### src/rtcc_consts.svh
/*
 * Constants of the calendar, trim and weekly alarm block: register offsets,
 * field masks, reset values and second-length figures.
 * Assumes it is included by bare name from the package.
 */
`ifndef RTCC_CONSTS_SVH
`define RTCC_CONSTS_SVH

// ****************************************************************************
// Register offsets
// ****************************************************************************
`define RTCC_OFS_DAY 4'h4
`define RTCC_OFS_MONTH 4'h5
`define RTCC_OFS_YEAR 4'h6
`define RTCC_OFS_TRIM 4'h7
`define RTCC_OFS_WMIN 4'h8
`define RTCC_OFS_WHOUR 4'h9

// ****************************************************************************
// Field masks of writable and readable bits
// ****************************************************************************
`define RTCC_MASK_DAY 8'h3F
`define RTCC_MASK_MONTH 8'h9F
`define RTCC_MASK_WMIN 8'h7F
`define RTCC_MASK_WHOUR 8'h3F
`define RTCC_MASK_TRIM 8'h7F
`define RTCC_BIT_CENTURY 7
`define RTCC_BIT_TRIM_LOCK 7
`define RTCC_BIT_TRIM_DIR 6

// ****************************************************************************
// Reset values and calendar figures
// ****************************************************************************
`define RTCC_RST_DAY 8'h01
`define RTCC_RST_MONTH 8'h01
`define RTCC_RST_YEAR 8'h00
`define RTCC_RST_TRIM 7'h00
`define RTCC_RST_ALARM 8'h00
`define RTCC_FIRST_DAY 8'h01
`define RTCC_FIRST_MONTH 5'h01
`define RTCC_LAST_MONTH 5'h12
`define RTCC_LAST_YEAR 8'h99
`define RTCC_FIRST_YEAR 8'h00
`define RTCC_READ_ZERO 8'h00

// ****************************************************************************
// Second length and trim points
// ****************************************************************************
`define RTCC_NOMINAL_LEN 17'h08000
`define RTCC_TRIM_BIAS 17'h00002
`define RTCC_SEC_POINT_A 8'h00
`define RTCC_SEC_POINT_B 8'h20
`define RTCC_SEC_POINT_C 8'h40

`endif

### src/rtcc_pkg.sv
/*
 * Types shared by the calendar, trim and weekly alarm block.
 * Assumes rtcc_consts.svh is on the include path.
 */
`include "rtcc_consts.svh"

package rtcc_pkg;

  // Register access request from the serial host port.
  typedef struct packed {
    logic wr;
    logic rd;
    logic [3:0] addr;
    logic [7:0] data;
  } rtcc_reg_req_type;

  // Trim setting handed to the second divider.
  typedef struct packed {
    logic enable;
    logic [6:0] value;
  } rtcc_trim_type;

endpackage : rtcc_pkg

### src/rtcc_calendar_trim.sv
/*
 * Calendar counters, time trim register and weekly alarm time registers.
 * Assumes the serial host port delivers one-cycle register requests on clk,
 * that osc_halt_flag and day_carry come from logic on clk, and that osc_in is
 * the raw 32.768 kHz oscillator level from outside the clock domain.
 * SEC_LEN keeps its default in silicon; only a bench shortens it.
 */
module rtcc_calendar_trim
  import rtcc_pkg::*;
#(
  // Oscillator ticks in an untrimmed second; the trim offsets do not depend on it.
  parameter logic [16:0] SEC_LEN = `RTCC_NOMINAL_LEN
)
(
  input wire logic clk,
  input wire logic rstn,
  input wire logic osc_in,
  input wire logic osc_halt_flag,
  input wire logic day_carry,
  input wire logic [7:0] sec_bcd,
  input wire rtcc_reg_req_type reg_req,
  output logic [7:0] reg_rd_data,
  output logic second_pulse,
  output logic leap_year
);

  // ****************************************************************************
  // Decoding functions
  // ****************************************************************************

  // Adds one to a two-digit BCD value.
  function automatic logic [7:0] bcd_inc(input logic [7:0] v);
    logic [7:0] r;
    r = v;
    if (v[3:0] == 4'h9) begin
      r = {4'(v[7:4] + 4'h1), 4'h0};
    end else begin
      r = {v[7:4], 4'(v[3:0] + 4'h1)};
    end
    return r;
  endfunction : bcd_inc

  // Tells whether a BCD year is a multiple of four.
  function automatic logic is_leap(input logic [7:0] y);
    logic [1:0] m;
    m = 2'({y[4], 1'b0} + y[1:0]);
    return m == 2'h0;
  endfunction : is_leap

  // Gives the last BCD day of a BCD month.
  function automatic logic [7:0] last_day(input logic [4:0] mon, input logic leap);
    logic [7:0] d;
    d = 8'h31;
    unique case (mon)
      5'h04, 5'h06, 5'h09, 5'h11: d = 8'h30;
      5'h02: d = leap ? 8'h29 : 8'h28;
      default: d = 8'h31;
    endcase
    return d;
  endfunction : last_day

  // Tells whether a request writes the register at the given offset.
  function automatic logic wr_hit(input rtcc_reg_req_type rq, input logic [3:0] ofs);
    return rq.wr && (rq.addr == ofs);
  endfunction : wr_hit

  // ****************************************************************************
  // Oscillator synchroniser and halt edge
  // ****************************************************************************

  logic osc_meta;
  logic osc_sync;
  logic osc_prev;
  logic halt_prev;
  logic osc_tick;
  logic halt_rise;
  logic next_osc_meta;
  logic next_osc_sync;
  logic next_osc_prev;
  logic next_halt_prev;

  // Next values of the synchroniser chain and of the halt edge memory.
  always_comb begin
    next_osc_meta = osc_in;
    next_osc_sync = osc_meta;
    next_osc_prev = osc_sync;
    next_halt_prev = osc_halt_flag;
  end

  // Two flops bring the oscillator in; a third finds its rising edge.
  always_ff @(posedge clk) begin
    if (!rstn) begin
      osc_meta <= 1'b0;
      osc_sync <= 1'b0;
      osc_prev <= 1'b0;
      halt_prev <= 1'b0;
    end else begin
      osc_meta <= next_osc_meta;
      osc_sync <= next_osc_sync;
      osc_prev <= next_osc_prev;
      halt_prev <= next_halt_prev;
    end
  end

  // Edge pulses for the divider and the trim clear.
  assign osc_tick = osc_sync && !osc_prev;
  assign halt_rise = osc_halt_flag && !halt_prev;

  // ****************************************************************************
  // Register state
  // ****************************************************************************

  logic [7:0] day;
  logic [4:0] month;
  logic century;
  logic [7:0] year;
  logic [6:0] trim_value;
  logic trim_enable;
  logic [6:0] alarm_min;
  logic [5:0] alarm_hour;
  logic [7:0] next_day;
  logic [4:0] next_month;
  logic next_century;
  logic [7:0] next_year;
  logic [6:0] next_trim_value;
  logic next_trim_enable;
  logic [6:0] next_alarm_min;
  logic [5:0] next_alarm_hour;
  logic [7:0] next_reg_rd_data;
  logic next_leap_year;
  logic trim_write;
  logic wr_day;
  logic wr_month;
  logic wr_year;
  logic wr_wmin;
  logic wr_whour;

  // Write strobes per register; trim takes only writes with bit 7 clear.
  always_comb begin
    wr_day = wr_hit(reg_req, `RTCC_OFS_DAY);
    wr_month = wr_hit(reg_req, `RTCC_OFS_MONTH);
    wr_year = wr_hit(reg_req, `RTCC_OFS_YEAR);
    wr_wmin = wr_hit(reg_req, `RTCC_OFS_WMIN);
    wr_whour = wr_hit(reg_req, `RTCC_OFS_WHOUR);
    trim_write = wr_hit(reg_req, `RTCC_OFS_TRIM) &&
                 !reg_req.data[`RTCC_BIT_TRIM_LOCK];
  end

  // ****************************************************************************
  // Calendar counting
  // ****************************************************************************

  // Advances day, month, year and century; a host write wins over a count.
  always_comb begin
    next_day = day;
    next_month = month;
    next_century = century;
    next_year = year;
    if (day_carry) begin
      if (day == last_day(month, is_leap(year))) begin
        next_day = `RTCC_FIRST_DAY;
        if (month == `RTCC_LAST_MONTH) begin
          next_month = `RTCC_FIRST_MONTH;
          if (year == `RTCC_LAST_YEAR) begin
            next_year = `RTCC_FIRST_YEAR;
            next_century = !century;
          end else begin
            next_year = bcd_inc(year);
          end
        end else begin
          next_month = 5'(bcd_inc({3'h0, month}));
        end
      end else begin
        next_day = bcd_inc(day);
      end
    end
    if (wr_day) begin
      next_day = reg_req.data & `RTCC_MASK_DAY;
    end
    if (wr_month) begin
      next_month = reg_req.data[4:0];
      next_century = reg_req.data[`RTCC_BIT_CENTURY];
    end
    if (wr_year) begin
      next_year = reg_req.data;
    end
  end

  // ****************************************************************************
  // Trim and alarm registers
  // ****************************************************************************

  // Trim write enables trimming; a halt rising clears it and wins.
  always_comb begin
    next_trim_value = trim_value;
    next_trim_enable = trim_enable;
    next_alarm_min = alarm_min;
    next_alarm_hour = alarm_hour;
    if (trim_write) begin
      next_trim_value = 7'(reg_req.data & `RTCC_MASK_TRIM);
      next_trim_enable = 1'b1;
    end
    if (halt_rise) begin
      next_trim_value = `RTCC_RST_TRIM;
      next_trim_enable = 1'b0;
    end
    if (wr_wmin) begin
      next_alarm_min = 7'(reg_req.data & `RTCC_MASK_WMIN);
    end
    if (wr_whour) begin
      next_alarm_hour = 6'(reg_req.data & `RTCC_MASK_WHOUR);
    end
  end

  // ****************************************************************************
  // Read port
  // ****************************************************************************

  // Read data is registered; fixed-zero bits and unmapped offsets read zero.
  always_comb begin
    next_reg_rd_data = reg_rd_data;
    next_leap_year = is_leap(next_year);
    if (reg_req.rd) begin
      unique case (reg_req.addr)
        `RTCC_OFS_DAY: next_reg_rd_data = day & `RTCC_MASK_DAY;
        `RTCC_OFS_MONTH: next_reg_rd_data = {century, 2'h0, month};
        `RTCC_OFS_YEAR: next_reg_rd_data = year;
        `RTCC_OFS_TRIM: next_reg_rd_data = {1'b0, trim_value};
        `RTCC_OFS_WMIN: next_reg_rd_data = {1'b0, alarm_min};
        `RTCC_OFS_WHOUR: next_reg_rd_data = {2'h0, alarm_hour};
        default: next_reg_rd_data = `RTCC_READ_ZERO;
      endcase
    end
  end

  // Registers all register-file and calendar state.
  always_ff @(posedge clk) begin
    if (!rstn) begin
      day <= `RTCC_RST_DAY;
      month <= `RTCC_FIRST_MONTH;
      century <= 1'b0;
      year <= `RTCC_RST_YEAR;
      trim_value <= `RTCC_RST_TRIM;
      trim_enable <= 1'b0;
      alarm_min <= 7'(`RTCC_RST_ALARM);
      alarm_hour <= 6'(`RTCC_RST_ALARM);
      reg_rd_data <= `RTCC_READ_ZERO;
      leap_year <= 1'b1;
    end else begin
      day <= next_day;
      month <= next_month;
      century <= next_century;
      year <= next_year;
      trim_value <= next_trim_value;
      trim_enable <= next_trim_enable;
      alarm_min <= next_alarm_min;
      alarm_hour <= next_alarm_hour;
      reg_rd_data <= next_reg_rd_data;
      leap_year <= next_leap_year;
    end
  end

  // ****************************************************************************
  // Second divider
  // ****************************************************************************

  rtcc_trim_type trim_cfg;

  // Hands the live trim setting to the divider.
  assign trim_cfg = '{enable: trim_enable, value: trim_value};

  rtcc_second_divider #(.SEC_LEN(SEC_LEN)) u_divider (
    .clk(clk),
    .rstn(rstn),
    .osc_tick(osc_tick),
    .trim(trim_cfg),
    .trim_write(trim_write),
    .sec_bcd(sec_bcd),
    .second_pulse(second_pulse)
  );

endmodule : rtcc_calendar_trim

### src/rtcc_second_divider.sv
/*
 * Second divider: counts oscillator ticks and emits one pulse per second,
 * lengthening or shortening the second at the 00, 20 and 40 second points.
 * Assumes osc_tick is a one-cycle pulse already synchronised to clk, and that
 * sec_bcd is updated by the time counter well before the next oscillator tick.
 */
module rtcc_second_divider
  import rtcc_pkg::*;
#(
  parameter logic [16:0] SEC_LEN = `RTCC_NOMINAL_LEN
)
(
  input wire logic clk,
  input wire logic rstn,
  input wire logic osc_tick,
  input wire rtcc_trim_type trim,
  input wire logic trim_write,
  input wire logic [7:0] sec_bcd,
  output logic second_pulse
);

  logic [16:0] cnt;
  logic skip;
  logic [16:0] next_cnt;
  logic next_skip;
  logic next_second_pulse;
  logic sec_point;
  logic [16:0] len;
  logic [16:0] mag2;

  // ****************************************************************************
  // Length of the current second
  // ****************************************************************************

  // Works out the second length from the trim value and the seconds point.
  always_comb begin
    sec_point = (sec_bcd == `RTCC_SEC_POINT_A) || (sec_bcd == `RTCC_SEC_POINT_B) ||
                (sec_bcd == `RTCC_SEC_POINT_C);
    len = SEC_LEN;
    mag2 = '0;
    if (trim.enable && sec_point && !skip && (trim.value[5:0] != 6'h00)) begin
      if (!trim.value[`RTCC_BIT_TRIM_DIR]) begin
        mag2 = {10'h000, trim.value[5:0], 1'b0};
        len = 17'(SEC_LEN + mag2 - `RTCC_TRIM_BIAS);
      end else begin
        mag2 = {10'h000, ~trim.value[5:0], 1'b0};
        len = 17'(SEC_LEN - mag2 - `RTCC_TRIM_BIAS);
      end
    end
  end

  // ****************************************************************************
  // Tick counter
  // ****************************************************************************

  // Counts ticks; a trim write inside a trim point cancels that correction.
  always_comb begin
    next_cnt = cnt;
    next_skip = skip;
    next_second_pulse = 1'b0;
    if (trim_write) begin
      next_skip = 1'b1;
    end
    if (osc_tick) begin
      if (cnt >= 17'(len - 17'h00001)) begin
        next_cnt = '0;
        next_second_pulse = 1'b1;
        next_skip = trim_write;
      end else begin
        next_cnt = 17'(cnt + 17'h00001);
      end
    end
  end

  // Registers the divider state.
  always_ff @(posedge clk) begin
    if (!rstn) begin
      cnt <= '0;
      skip <= 1'b0;
      second_pulse <= 1'b0;
    end else begin
      cnt <= next_cnt;
      skip <= next_skip;
      second_pulse <= next_second_pulse;
    end
  end

endmodule : rtcc_second_divider

### config.mk
export PLATFORM = sky130hd
export DESIGN_NAME = rtcc_calendar_trim
export DESIGN_NICKNAME = d
export VERILOG_FILES = /design/src/rtcc_pkg.sv /design/src/rtcc_calendar_trim.sv /design/src/rtcc_second_divider.sv
export VERILOG_INCLUDE_DIRS = /design/src
export SDC_FILE = /design/constraint.sdc
export NUM_CORES = 1
export LEC_CHECK = 0
export BUFFER_PORTS_ARGS = -buffer_cell sky130_fd_sc_hd__buf_2
export CAP_MARGIN = 20
export CORE_MARGIN = 5
export CORE_UTILIZATION = 65
export CTS_BUF_LIST = sky130_fd_sc_hd__clkbuf_16
export DETAILED_ROUTE_END_ITERATION = 12
export PLACE_DENSITY = 0.85
export SYNTH_ARGS = -nofsm -noshare
export SYNTH_HDL_FRONTEND = slang
export SYNTH_SLANG_ARGS = --single-unit
### constraint.sdc
create_clock -name clk -period 11.6 [get_ports clk]
set_input_delay 0.58 -clock clk [delete_from_list [all_inputs] [get_ports clk]]
set_output_delay 0.58 -clock clk [all_outputs]
set_load 0.01 [all_outputs]
Word level (Yosys, flattened, before mapping)
Cells that the tools add are included.
{ "totals": {"regBits": 75, "input_bits": 27, "output_inout_bits": 10} }
{ "classes": {"n_lt_le_gt_ge": 1, "n_bitwise": 2, "addsub": 14, "eq_ne": 19, "reduce_logical": 46, "n_mux": 31} }
{ "ops": {"columns": ["operator", "count"], "rows": [
  ["2-to-1 mux 8 bit", 9],
  ["2-to-1 mux 17 bit", 3],
  ["one-hot mux 8 bit (6 select lines)", 1],
  ["subtractor 17 x 2 -> 17 bit, second input constant", 2],
  ["2-to-1 mux 5 bit", 5],
  ["adder 4 x 1 -> 4 bit, second input constant", 5],
  ["== test 4 bit, second input constant", 5],
  ["nonzero test 2 bit", 9],
  ["adder 16 x 7 -> 17 bit, first input constant", 1],
  ["adder 17 x 1 -> 17 bit, second input constant", 1],
  ["greater-or-equal comparator 17 bit", 1],
  ["subtractor 16 x 7 -> 17 bit, first input constant", 1],
  ["subtractor 17 x 1 -> 17 bit, second input constant", 1],
  ["== test 4 x 3 -> 1 bit, second input constant", 4],
  ["logical AND 1 bit", 12],
  ["2-to-1 mux 6 bit", 2],
  ["== test 5 x 3 -> 1 bit, second input constant", 2],
  ["== test 5 bit, second input constant", 2],
  ["2-to-1 mux 1 bit", 10],
  ["one-hot mux 5 bit (2 select lines)", 1],
  ["nonzero test 3 bit", 3],
  ["== test 8 x 6 -> 1 bit, second input constant", 1],
  ["== test 8 x 7 -> 1 bit, second input constant", 1],
  ["== test 8 bit", 1],
  ["17 further kinds", 30]
]} }

Longest topological paths before layout
Gate-level depths: netlist of run 1.
{ "depth": {"depth_word": 11, "ltp_mapped": 19} }

By module
A second synthesis of run 1 with hierarchy kept.
{ "hier_totals": {"cells_unflattened": 570, "area_unflattened_um2": 4747.1} }
{ "modules_own_cells": {"columns": ["mod", "cells_per_inst", "area_per_inst_um2", "n_inst", "seq_area_each_um2"], "rows": [
  ["rtcc_calendar_trim", 374, 3169.3, 1, 1121.1],
  ["rtcc_second_divider", 196, 1577.8, 1, 380.4]
]} }

Worst setup path after synthesis of run 1
OpenSTA, ideal clock, no wires.
{ "synth_timing": {"kind": "input-to-reg", "from": "input sec_bcd[7]", "to": "register u_divider.cnt[10]", "arrival_time_ns": 3.674, "setup_slack_ns": 7.861, "stages": 17, "path_buffers": 2, "setup_ns": 0.065, "cell_sequence": "nor4b_1 > and4_1 > clkbuf_1 > nand2_1 > ha_1 > a211oi_1 > a31o_2 > a21oi_1 > ha_1 > a21o_1 > a21oi_1 > o21ai_0 > a2111oi_0 > o31a_1 > o21ai_1 > clkbuf_1 > nor2_1"} }
{ "synth_between": {"elab_chain_cells": 10} }
{ "synth_lines": {"columns": ["item", "line", "source"], "rows": [
  ["from (decl)", "rtcc_calendar_trim.sv:20", "input wire logic [7:0] sec_bcd,"],
  ["== test 8 x 6 -> 1 bit (no line) / zero test 8 bit (equally long branches)", null, null],
  ["logical OR 1 bit", "rtcc_second_divider.sv:37", "sec_point = (sec_bcd == `RTCC_SEC_POINT_A) || (sec_bcd == `RTCC_SEC_POINT_B) ||"],
  ["logical OR 1 bit *", "rtcc_second_divider.sv:37", null],
  ["logical AND 1 bit * (3 in a row)", "rtcc_second_divider.sv:41", "if (trim.enable && sec_point && !skip && (trim.value[5:0] != 6'h00)) begin"],
  ["2-to-1 mux 17 bit *", "rtcc_second_divider.sv:41", null],
  ["subtractor 17 x 1 -> 17 bit *", "rtcc_second_divider.sv:65", "if (cnt >= 17'(len - 17'h00001)) begin"],
  ["greater-or-equal comparator 17 bit *", "rtcc_second_divider.sv:65", null],
  ["2-to-1 mux 17 bit *", "rtcc_second_divider.sv:65", null],
  ["to (signal assigned)", "rtcc_second_divider.sv:82", "cnt <= next_cnt;"],
  ["to (decl)", "rtcc_second_divider.sv:22", "logic [16:0] cnt;"]
]} }
Mark *: on every way between the ends. The rest lies on a longest branch, timed or not.
A chain may end at the register's enable or synchronous reset.

Worst setup path in the final report of run 1
{ "layout_timing": {"from": "register trim_value[2]", "to": "register u_divider.skip"} }
{ "layout_between": {"elab_chain_cells": 9} }
{ "layout_lines": {"columns": ["item", "line", "source"], "rows": [
  ["from (decl)", "rtcc_calendar_trim.sv:117", "logic [6:0] trim_value;"],
  ["from (signal assigned)", "rtcc_calendar_trim.sv:243", "trim_value <= `RTCC_RST_TRIM;"],
  ["from (signal assigned)", "rtcc_calendar_trim.sv:254", "trim_value <= next_trim_value;"],
  ["inverter 6 bit", "rtcc_second_divider.sv:46", "mag2 = {10'h000, ~trim.value[5:0], 1'b0};"],
  ["subtractor 16 x 7 -> 17 bit", "rtcc_second_divider.sv:47", "len = 17'(SEC_LEN - mag2 - `RTCC_TRIM_BIAS);"],
  ["subtractor 17 x 2 -> 17 bit (no line)", null, null],
  ["2-to-1 mux 17 bit", "rtcc_second_divider.sv:42", "if (!trim.value[`RTCC_BIT_TRIM_DIR]) begin"],
  ["2-to-1 mux 17 bit *", "rtcc_second_divider.sv:41", null],
  ["subtractor 17 x 1 -> 17 bit *", "rtcc_second_divider.sv:65", null],
  ["greater-or-equal comparator 17 bit *", "rtcc_second_divider.sv:65", null],
  ["2-to-1 mux 1 bit *", "rtcc_second_divider.sv:65", null],
  ["2-to-1 mux 1 bit *", "rtcc_second_divider.sv:64", "if (osc_tick) begin"],
  ["to (signal assigned)", "rtcc_second_divider.sv:83", "skip <= next_skip;"],
  ["to (decl)", "rtcc_second_divider.sv:23", "logic skip;"]
]} }
Marked as above.

==> flow_summary_export.csv, run 1 <==
group,metric,value,unit
clock_tree,cts.sinks,75,
yosys,postSynthCellCount,571,
min_path,min_path_type,"reg -> reg",
place,numPortBuffers,36,
sta,max_slew_margin,33.7,%
cells_and_area,fin_nets,650,
pwr,vdd_drop_max,0.0883,mV
cells_and_area,drive_gt1_share,12.0,%
yosys,synth_edf_count,0,
worst_setup_path,cp_slowest_cell,"nor4_1",
grt,antenna_found_initial,0,
clock_tree,htreeDepth,3,
clock_tree,cts_tree,"built",
yosys,synthDistinctLibCells,73,
yosys,syn_area,4720,µm²
sta,worst_pin_slew,0.988,ns
routing,drtIter0Drc,369,
yosys,synth_top_cell_by_area,"dfxtp_1",
floorplan,die-width,95.2,µm
clock_tree,root_buffer,"clkbuf_16",
clock_tree,clk-insertion-delay-late,0.33,ns
sta,fin_skew,0.00899,ns
clock_tree,cts-hold-fix-buffers,0,
run_status,status,"finished clean",
yosys,ys_ff_latch,75,
yosys,synth.top_cells.by_count,"dfxtp_1 (75), nor2_1 (59), nand2_1 (55), o21ai_0 (33)",
flow_run,drv_cap,0,
worst_setup_path,worstPathCellList,"nor4_1 -> nand2_1 -> and4_1 -> nand2_1 -> ha_1 -> a211oi_1 -> a31o_2 -> a21oi_1 -> ha_1 -> a21o_1 -> a21oi_1 -> o21ai_0 -> a2111oi_0 -> o31a_1 -> o21ai_1 -> o21ai_0",
floorplan,dieArea,9060,µm²
sta,hold_viol,0,
yosys,synthTopCellsByArea,"dfxtp_1 (32%), ha_1 (7.4%), mux2i_1 (5.9%)",
cells_and_area,antennaDiodeCount,0,
yosys,yosysTopAreaCellShare,31.8,%
yosys,synthArstFlopShare,0,%
routing,via_per_inst,6.22,
grt,grt_max_degree,54,
clock_tree,numCtsBuffers,9,
cells_and_area,syn_to_final_growth,10.8,%
clock_tree,post_cts.repair.setup_buffers,0,
sta,rsz0062_at_grt,"no",
floorplan,io_pins,37,
cells_and_area,final_util,72.9,%
sta,setup_tns,0,ns
sta,fin_crit_sh,38.2,%
routing,vias,4346,
routing,wl,12000,µm
sta,max_clock_freq,226,MHz
grt,grt_pass1_wl,19300,µm
cells_and_area,n_fill_cell,538,
floorplan,core,7180,µm²
worst_setup_path,critPathMaxFanout,15,
worst_setup_path,worstSetupPathType,"reg -> reg",
sta,drv_slew,0,
floorplan,rows,31,
routing,drcViolationCount,0,
worst_setup_path,critPathRequiredTime,11.85,ns
yosys,ys_warn_count,0,
yosys,synth.avg_cell_area,8.26,µm²
clock_tree,cts_resized,0,
cells_and_area,finalInstanceArea,5230,µm²
yosys,ys_seq_area_share,31.8,%
routing,drtAntennaViolNets,0,
grt,overflow,0,
worst_setup_path,worstSetupStartpointType,"flop",
clock_tree,path_clk_slew,0.06,ns
floorplan,die_h,95.2,µm
routing,drtPass1Iterations,8,
worst_setup_path,cp_slowest_stage_delay,0.52,ns
pwr,powerDensity,117,nW/µm²
pwr,p_leak,2.11,nW
sta,setup_violations,0,
worst_setup_path,critPathArrivalTime,4.68,ns
routing,wl_per_cell,17.2,µm
grt,grt_pass1_vias,4038,
place,place_area,4900,µm²
grt,grt.total_usage,27.2,%
place,place_congestion,0.914,
place,hpwl,8340,µm
worst_setup_path,setup.worst_path.end_class,"flop",
yosys,synth.net_count,626,
floorplan,start_util,65.8,%
clock_tree,cts_buffer_depth,2,
sta,min_period,4.43,ns
yosys,synth_most_common_cell,"dfxtp_1",
yosys,synth_ff_type,"dfxtp_1",
-- area by class of cell --
type	count	area [µm²]	share of cell area, %
clock buffers	9	225	4.31
clock inverters	7	92.6	1.77
inverters	25	93.8	1.80
multi-input cells	446	3000	57.3
flip-flops and latches	75	1500	28.7
well taps	99	124	2.37
repair buffers	38	193	3.69
-- critical path, delay by kind of cell, from the launching register on --
kind                     cells  cell delay, ns
flip-flops                   1            0.38
adder cells (fa/ha/maj)      2            0.54
AND/OR/NAND/NOR              4            1.13
AO/OA/AOI/OAI               10            2.29
-- power breakdown --
group          switching, W  internal, W   total, W
clock network      0.000114     0.000188   0.000302
logic             0.0000263    0.0000166  0.0000429
registers        0.00000594     0.000262   0.000268
total              0.000147     0.000466   0.000613
-- state kept, by name, summed over array words and instances, names as in the netlist --
register	flops
trim_enable	1
u_divider.cnt	17
alarm_min	7
alarm_hour	6
day	8
century	1
month	5
leap_year	1
u_divider.skip	1
reg_rd_data	8
next_osc_sync	1
osc_prev	1
year	8
trim_value	7
halt_prev	1
u_divider.second_pulse	1
next_osc_prev	1
-- stage by stage --
stage	total power, W	hold WS (ns)	cells	setup slack [ns]
after floorplan	0.000300	0.412	571	7.86
after global placement	0.000313	0.415	682	7.47
after detailed placement	0.000315	0.420	682	7.24
after CTS	0.000611	0.432	698	7.20
after global routing	0.000629	0.456	699	6.69
final	0.000613	0.430	699	7.17
-- final timing paths --
check	startpoint	to	slack (ns)	cells after the start
worst max-delay path	trim_value[2]$_SDFFE_PP0P_	u_divider.skip$_SDFF_PN0_	7.17	16
worst min-delay path	next_osc_sync$_SDFF_PN0_	next_osc_prev$_SDFF_PN0_	0.43	1
worst max register to register	trim_value[2]$_SDFFE_PP0P_	u_divider.skip$_SDFF_PN0_	7.17	16
worst min register to register	next_osc_sync$_SDFF_PN0_	next_osc_prev$_SDFF_PN0_	0.43	1
-- cell usage in the layout, fill, tap and decap left out, types with 3 or more instances in the layout --
master and instances:
a21boi_0 3, a21o_1 3, a21oi_1 20, a222oi_1 3
a22oi_1 3, a31oi_1 10, and2_1 19, and3_1 6
and3b_1 3, buf_2 37, clkbuf_16 9, dfxtp_1 75
ha_1 28, inv_1 25, mux2_2 5, mux2i_1 28
nand2_1 55, nand2b_1 5, nand3_1 15, nand3b_1 4
nand4_1 13, nor2_1 59, nor2b_1 20, nor3_1 9
nor3b_1 5, nor4_1 6, o211a_1 7, o21ai_0 33
o22ai_1 4, or3_1 6, xnor2_1 14, xor2_1 16
-- logic make-up after synthesis --
| logic type | after synthesis | share of synthesized area (%) |
|---|---|---|
| AOI/OAI and AO/OA | 112 | 15.7 |
| xor gates and xnor gates | 30 | 5.57 |
| adders and majority gates | 28 | 7.43 |
| buffers and inverters | 50 | 4.64 |
| DFF | 75 | 31.8 |
| muxes | 34 | 7.69 |
| other | 1 | 0.0795 |
| and+or+nand+nor | 241 | 27.1 |
-- routing by layer --
metal | track usage [%] | wire length, µm | part of all wire, % | vias to the layer above
li1 | - | - | - | 2083
met1 | 34.5 | 5150 | 43 | 2046
met4 | 12.3 | 317 | 2.6 | 0
met5 | 0 | 0 | 0 | -
met3 | 4.89 | 866 | 7.2 | 32
met2 | 44.7 | 5670 | 47 | 185
Power figures use the tool's default switching activity.
==> run 2: changes to the inputs <==
--- a/config.mk
+++ b/config.mk
@@ -9,10 +9,10 @@
 export BUFFER_PORTS_ARGS = -buffer_cell sky130_fd_sc_hd__buf_2
 export CAP_MARGIN = 20
 export CORE_MARGIN = 5
-export CORE_UTILIZATION = 65
+export CORE_UTILIZATION = 55
 export CTS_BUF_LIST = sky130_fd_sc_hd__clkbuf_16
 export DETAILED_ROUTE_END_ITERATION = 12
-export PLACE_DENSITY = 0.85
+export PLACE_DENSITY = 0.77
 export SYNTH_ARGS = -nofsm -noshare
 export SYNTH_HDL_FRONTEND = slang
 export SYNTH_SLANG_ARGS = --single-unit
==> constraint.sdc (replaced) <==
create_clock -name clk -period 3.7 [get_ports clk]
set_input_delay 0.185 -clock clk [delete_from_list [all_inputs] [get_ports clk]]
set_output_delay 0.185 -clock clk [all_outputs]
set_load 0.01 [all_outputs]
==> run 2 against run 1 <==
Design area rose by 4.4%. Critical path type unchanged. Fmax rose by 26%. Critical endpoint is now u_divider.cnt[14]$_SDFFE_PN0P_. Global-route usage shrank 4.8 points. Die area increased by 16%. Hold slack lost 0.37 ns. Non-clock buffer count rose by 14. Clock skew increased by 0.0047 ns. Largest cell class unchanged. Combinational power rose to 3.3 times the previous value. Utilization down 7.1 points. Via count is 0.85% lower.
==> flow_summary_export.csv, run 2 (synthesis results as in run 1) <==
group,metric,value,unit
worst_setup_path,worstPathCellList,"inv_1 -> ha_2 -> a21boi_4 -> nand2_2 -> xor2_1 -> nand4_1 -> o31ai_1 -> buf_4 -> nor2_1 -> ha_1 -> buf_4 -> nand4_1 -> nor2_1 -> a2111oi_2 -> o31a_1 -> o21ai_2 -> buf_6 -> nor2_1",
routing,drtPass1Iterations,5,
routing,drtAntennaViolNets,0,
grt,antenna_found_initial,0,
grt,grt_pass1_vias,3844,
sta,hold_viol,0,
cells_and_area,regMostFlops,"u_divider.cnt",
place,numPortBuffers,36,
min_path,min_path_type,"in -> reg",
clock_tree,path_clk_slew,0.06,ns
routing,wl_per_cell,16.7,µm
cells_and_area,largest_reg_flops,17,
clock_tree,clk-insertion-delay-late,0.34,ns
sta,whs,0.0601,ns
sta,max_clock_freq,285,MHz
floorplan,rows,33,
pwr,p_leak,2.23,nW
clock_tree,htreeDepth,3,
worst_setup_path,cp_slowest_cell,"o31a_1",
clock_tree,cts_buffer_depth,2,
worst_setup_path,cp_slowest_stage_delay,0.32,ns
floorplan,io_pins,37,
grt,grt_max_degree,30,
place,place_congestion,0.908,
worst_setup_path,critPathMaxFanout,7,
clock_tree,root_buffer,"clkbuf_16",
sta,final.setup.worst_slack,0.189,ns
worst_setup_path,critical-path-top-delay-family,"compound AO/OA/AOI/OAI gates",
routing,drcViolationCount,0,
flow_run,drv_cap,0,
place,hpwl,8500,µm
cells_and_area,antennaDiodeCount,0,
worst_setup_path,worst-path-buf-inv,4,
worst_setup_path,setup.worst_path.end_class,"flop",
cells_and_area,final_common_cell,"dfxtp_1",
routing,drtIter0Drc,402,
floorplan,die-width,103,µm
clock_tree,cts.sinks,75,
cells_and_area,syn_to_final_growth,15.6,%
cells_and_area,fin_nets,664,
sta,drv_slew,0,
clock_tree,numCtsBuffers,9,
sta,min_period,3.51,ns
sta,fin_crit_sh,94.9,%
sta,setup_violations,0,
routing,vias,4309,
routing,wl,12000,µm
cells_and_area,final_cell_mix,"dfxtp_1 (75), nor2_1 (59), nand2_1 (54)",
pwr,powerDensity,357,nW/µm²
cells_and_area,n_fill_cell,693,
sta,max_slew_margin,35.1,%
floorplan,dieArea,10500,µm²
grt,overflow,0,
sta,worst_pin_slew,0.964,ns
worst_setup_path,critPathArrivalTime,3.73,ns
pwr,vdd_drop_max,0.214,mV
place,pre_cts_ws,0.0632,ns
worst_setup_path,critPathRequiredTime,3.92,ns
floorplan,start_util,56.9,%
cells_and_area,drive_gt1_share,16.4,%
grt,grt.total_usage,22.3,%
grt,grt_pass1_wl,18600,µm
run_status,status,"finished clean",
routing,via_per_inst,5.99,
clock_tree,cts_tree,"built",
sta,fin_skew,0.0137,ns
worst_setup_path,worstSetupPathType,"reg -> reg",
floorplan,die_h,103,µm
worst_setup_path,cp_common_cell,"nor2_1",
floorplan,core,8300,µm²
worst_setup_path,worstSetupStartpointType,"flop",
## run 2: cell types whose count changed in the layout (fill, tap and decap cells not counted), sizes merged
cell and delta:
clkinv -3, buf +14, clkinvlp -2, inv +5
## run 2: timing repair
item	CTS	global route
endpoints found under the setup margin	0	19
gates resized for setup	0	24
buffers inserted	0	2
hold buffers	0	0
## run 2: worst paths after layout
| check | cells after the start | start | end | slack, ns |
|---|---|---|---|---|
| hold / removal | 2 | osc_in | next_osc_sync$_SDFF_PN0_ | 0.06 |
| hold reg to reg | 1 | next_osc_sync$_SDFF_PN0_ | next_osc_prev$_SDFF_PN0_ | 0.43 |
| setup reg to reg | 18 | trim_value[1]$_SDFFE_PP0P_ | u_divider.cnt[14]$_SDFFE_PN0P_ | 0.19 |
| setup / recovery | 18 | trim_value[1]$_SDFFE_PP0P_ | u_divider.cnt[14]$_SDFFE_PN0P_ | 0.19 |
## run 2: power breakdown
part | switching (W) | internal (W) | leakage, nW
logic | 0.0000846 | 0.0000558 | 1.46
registers | 0.0000184 | 0.000821 | 0.607
clock network | 0.000364 | 0.000602 | 0.162
total | 0.000467 | 0.00148 | 2.23
## run 2: layer usage
metal | global-route usage, % | routed length [µm] | share of wire, % | vias to the layer above
li1 | - | - | - | 2109
met1 | 31.2 | 5470 | 46 | 2033
met2 | 35.3 | 5620 | 47 | 151
met3 | 4.60 | 769 | 6.4 | 16
met4 | 5.75 | 133 | 1.1 | 0
met5 | 0 | 0 | 0 | -
## run 2: final cells by class
| type | count | area, µm² | area share, % |
|---|---|---|---|
| sequential | 75 | 1500 | 27.5 |
| clock buffer | 9 | 225 | 4.13 |
| inverter | 25 | 93.8 | 1.72 |
| tap | 105 | 131 | 2.41 |
| clock inverter | 7 | 104 | 1.90 |
| multi-input combinational | 446 | 3090 | 56.7 |
| timing repair buffer | 52 | 308 | 5.64 |
## run 2: stage by stage
stage               TNS (ns)  instance area [µm²]  total power, W  std cells  util, %
global placement           0                 5000        0.000984        700     60.3
finish                     0                 5460         0.00195        719     65.7
global route          -0.199                 5460         0.00202        719     65.7
detailed placement         0                 5000        0.000990        700     60.3
floorplan                  0                 4720        0.000941        571        -
CTS                        0                 5330         0.00196        716     64.2
## run 2: worst reg2reg max path: stages (launching register included)
cell,delay (ns)
dfxtp_1,0.31
inv_1,0.08
ha_2,0.20
a21boi_4,0.23
nand2_2,0.08
xor2_1,0.18
nand4_1,0.15
o31ai_1,0.30
buf_4,0.18
nor2_1,0.05
ha_1,0.31
buf_4,0.11
nand4_1,0.12
nor2_1,0.20
a2111oi_2,0.10
o31a_1,0.32
o21ai_2,0.23
buf_6,0.18
nor2_1,0.05
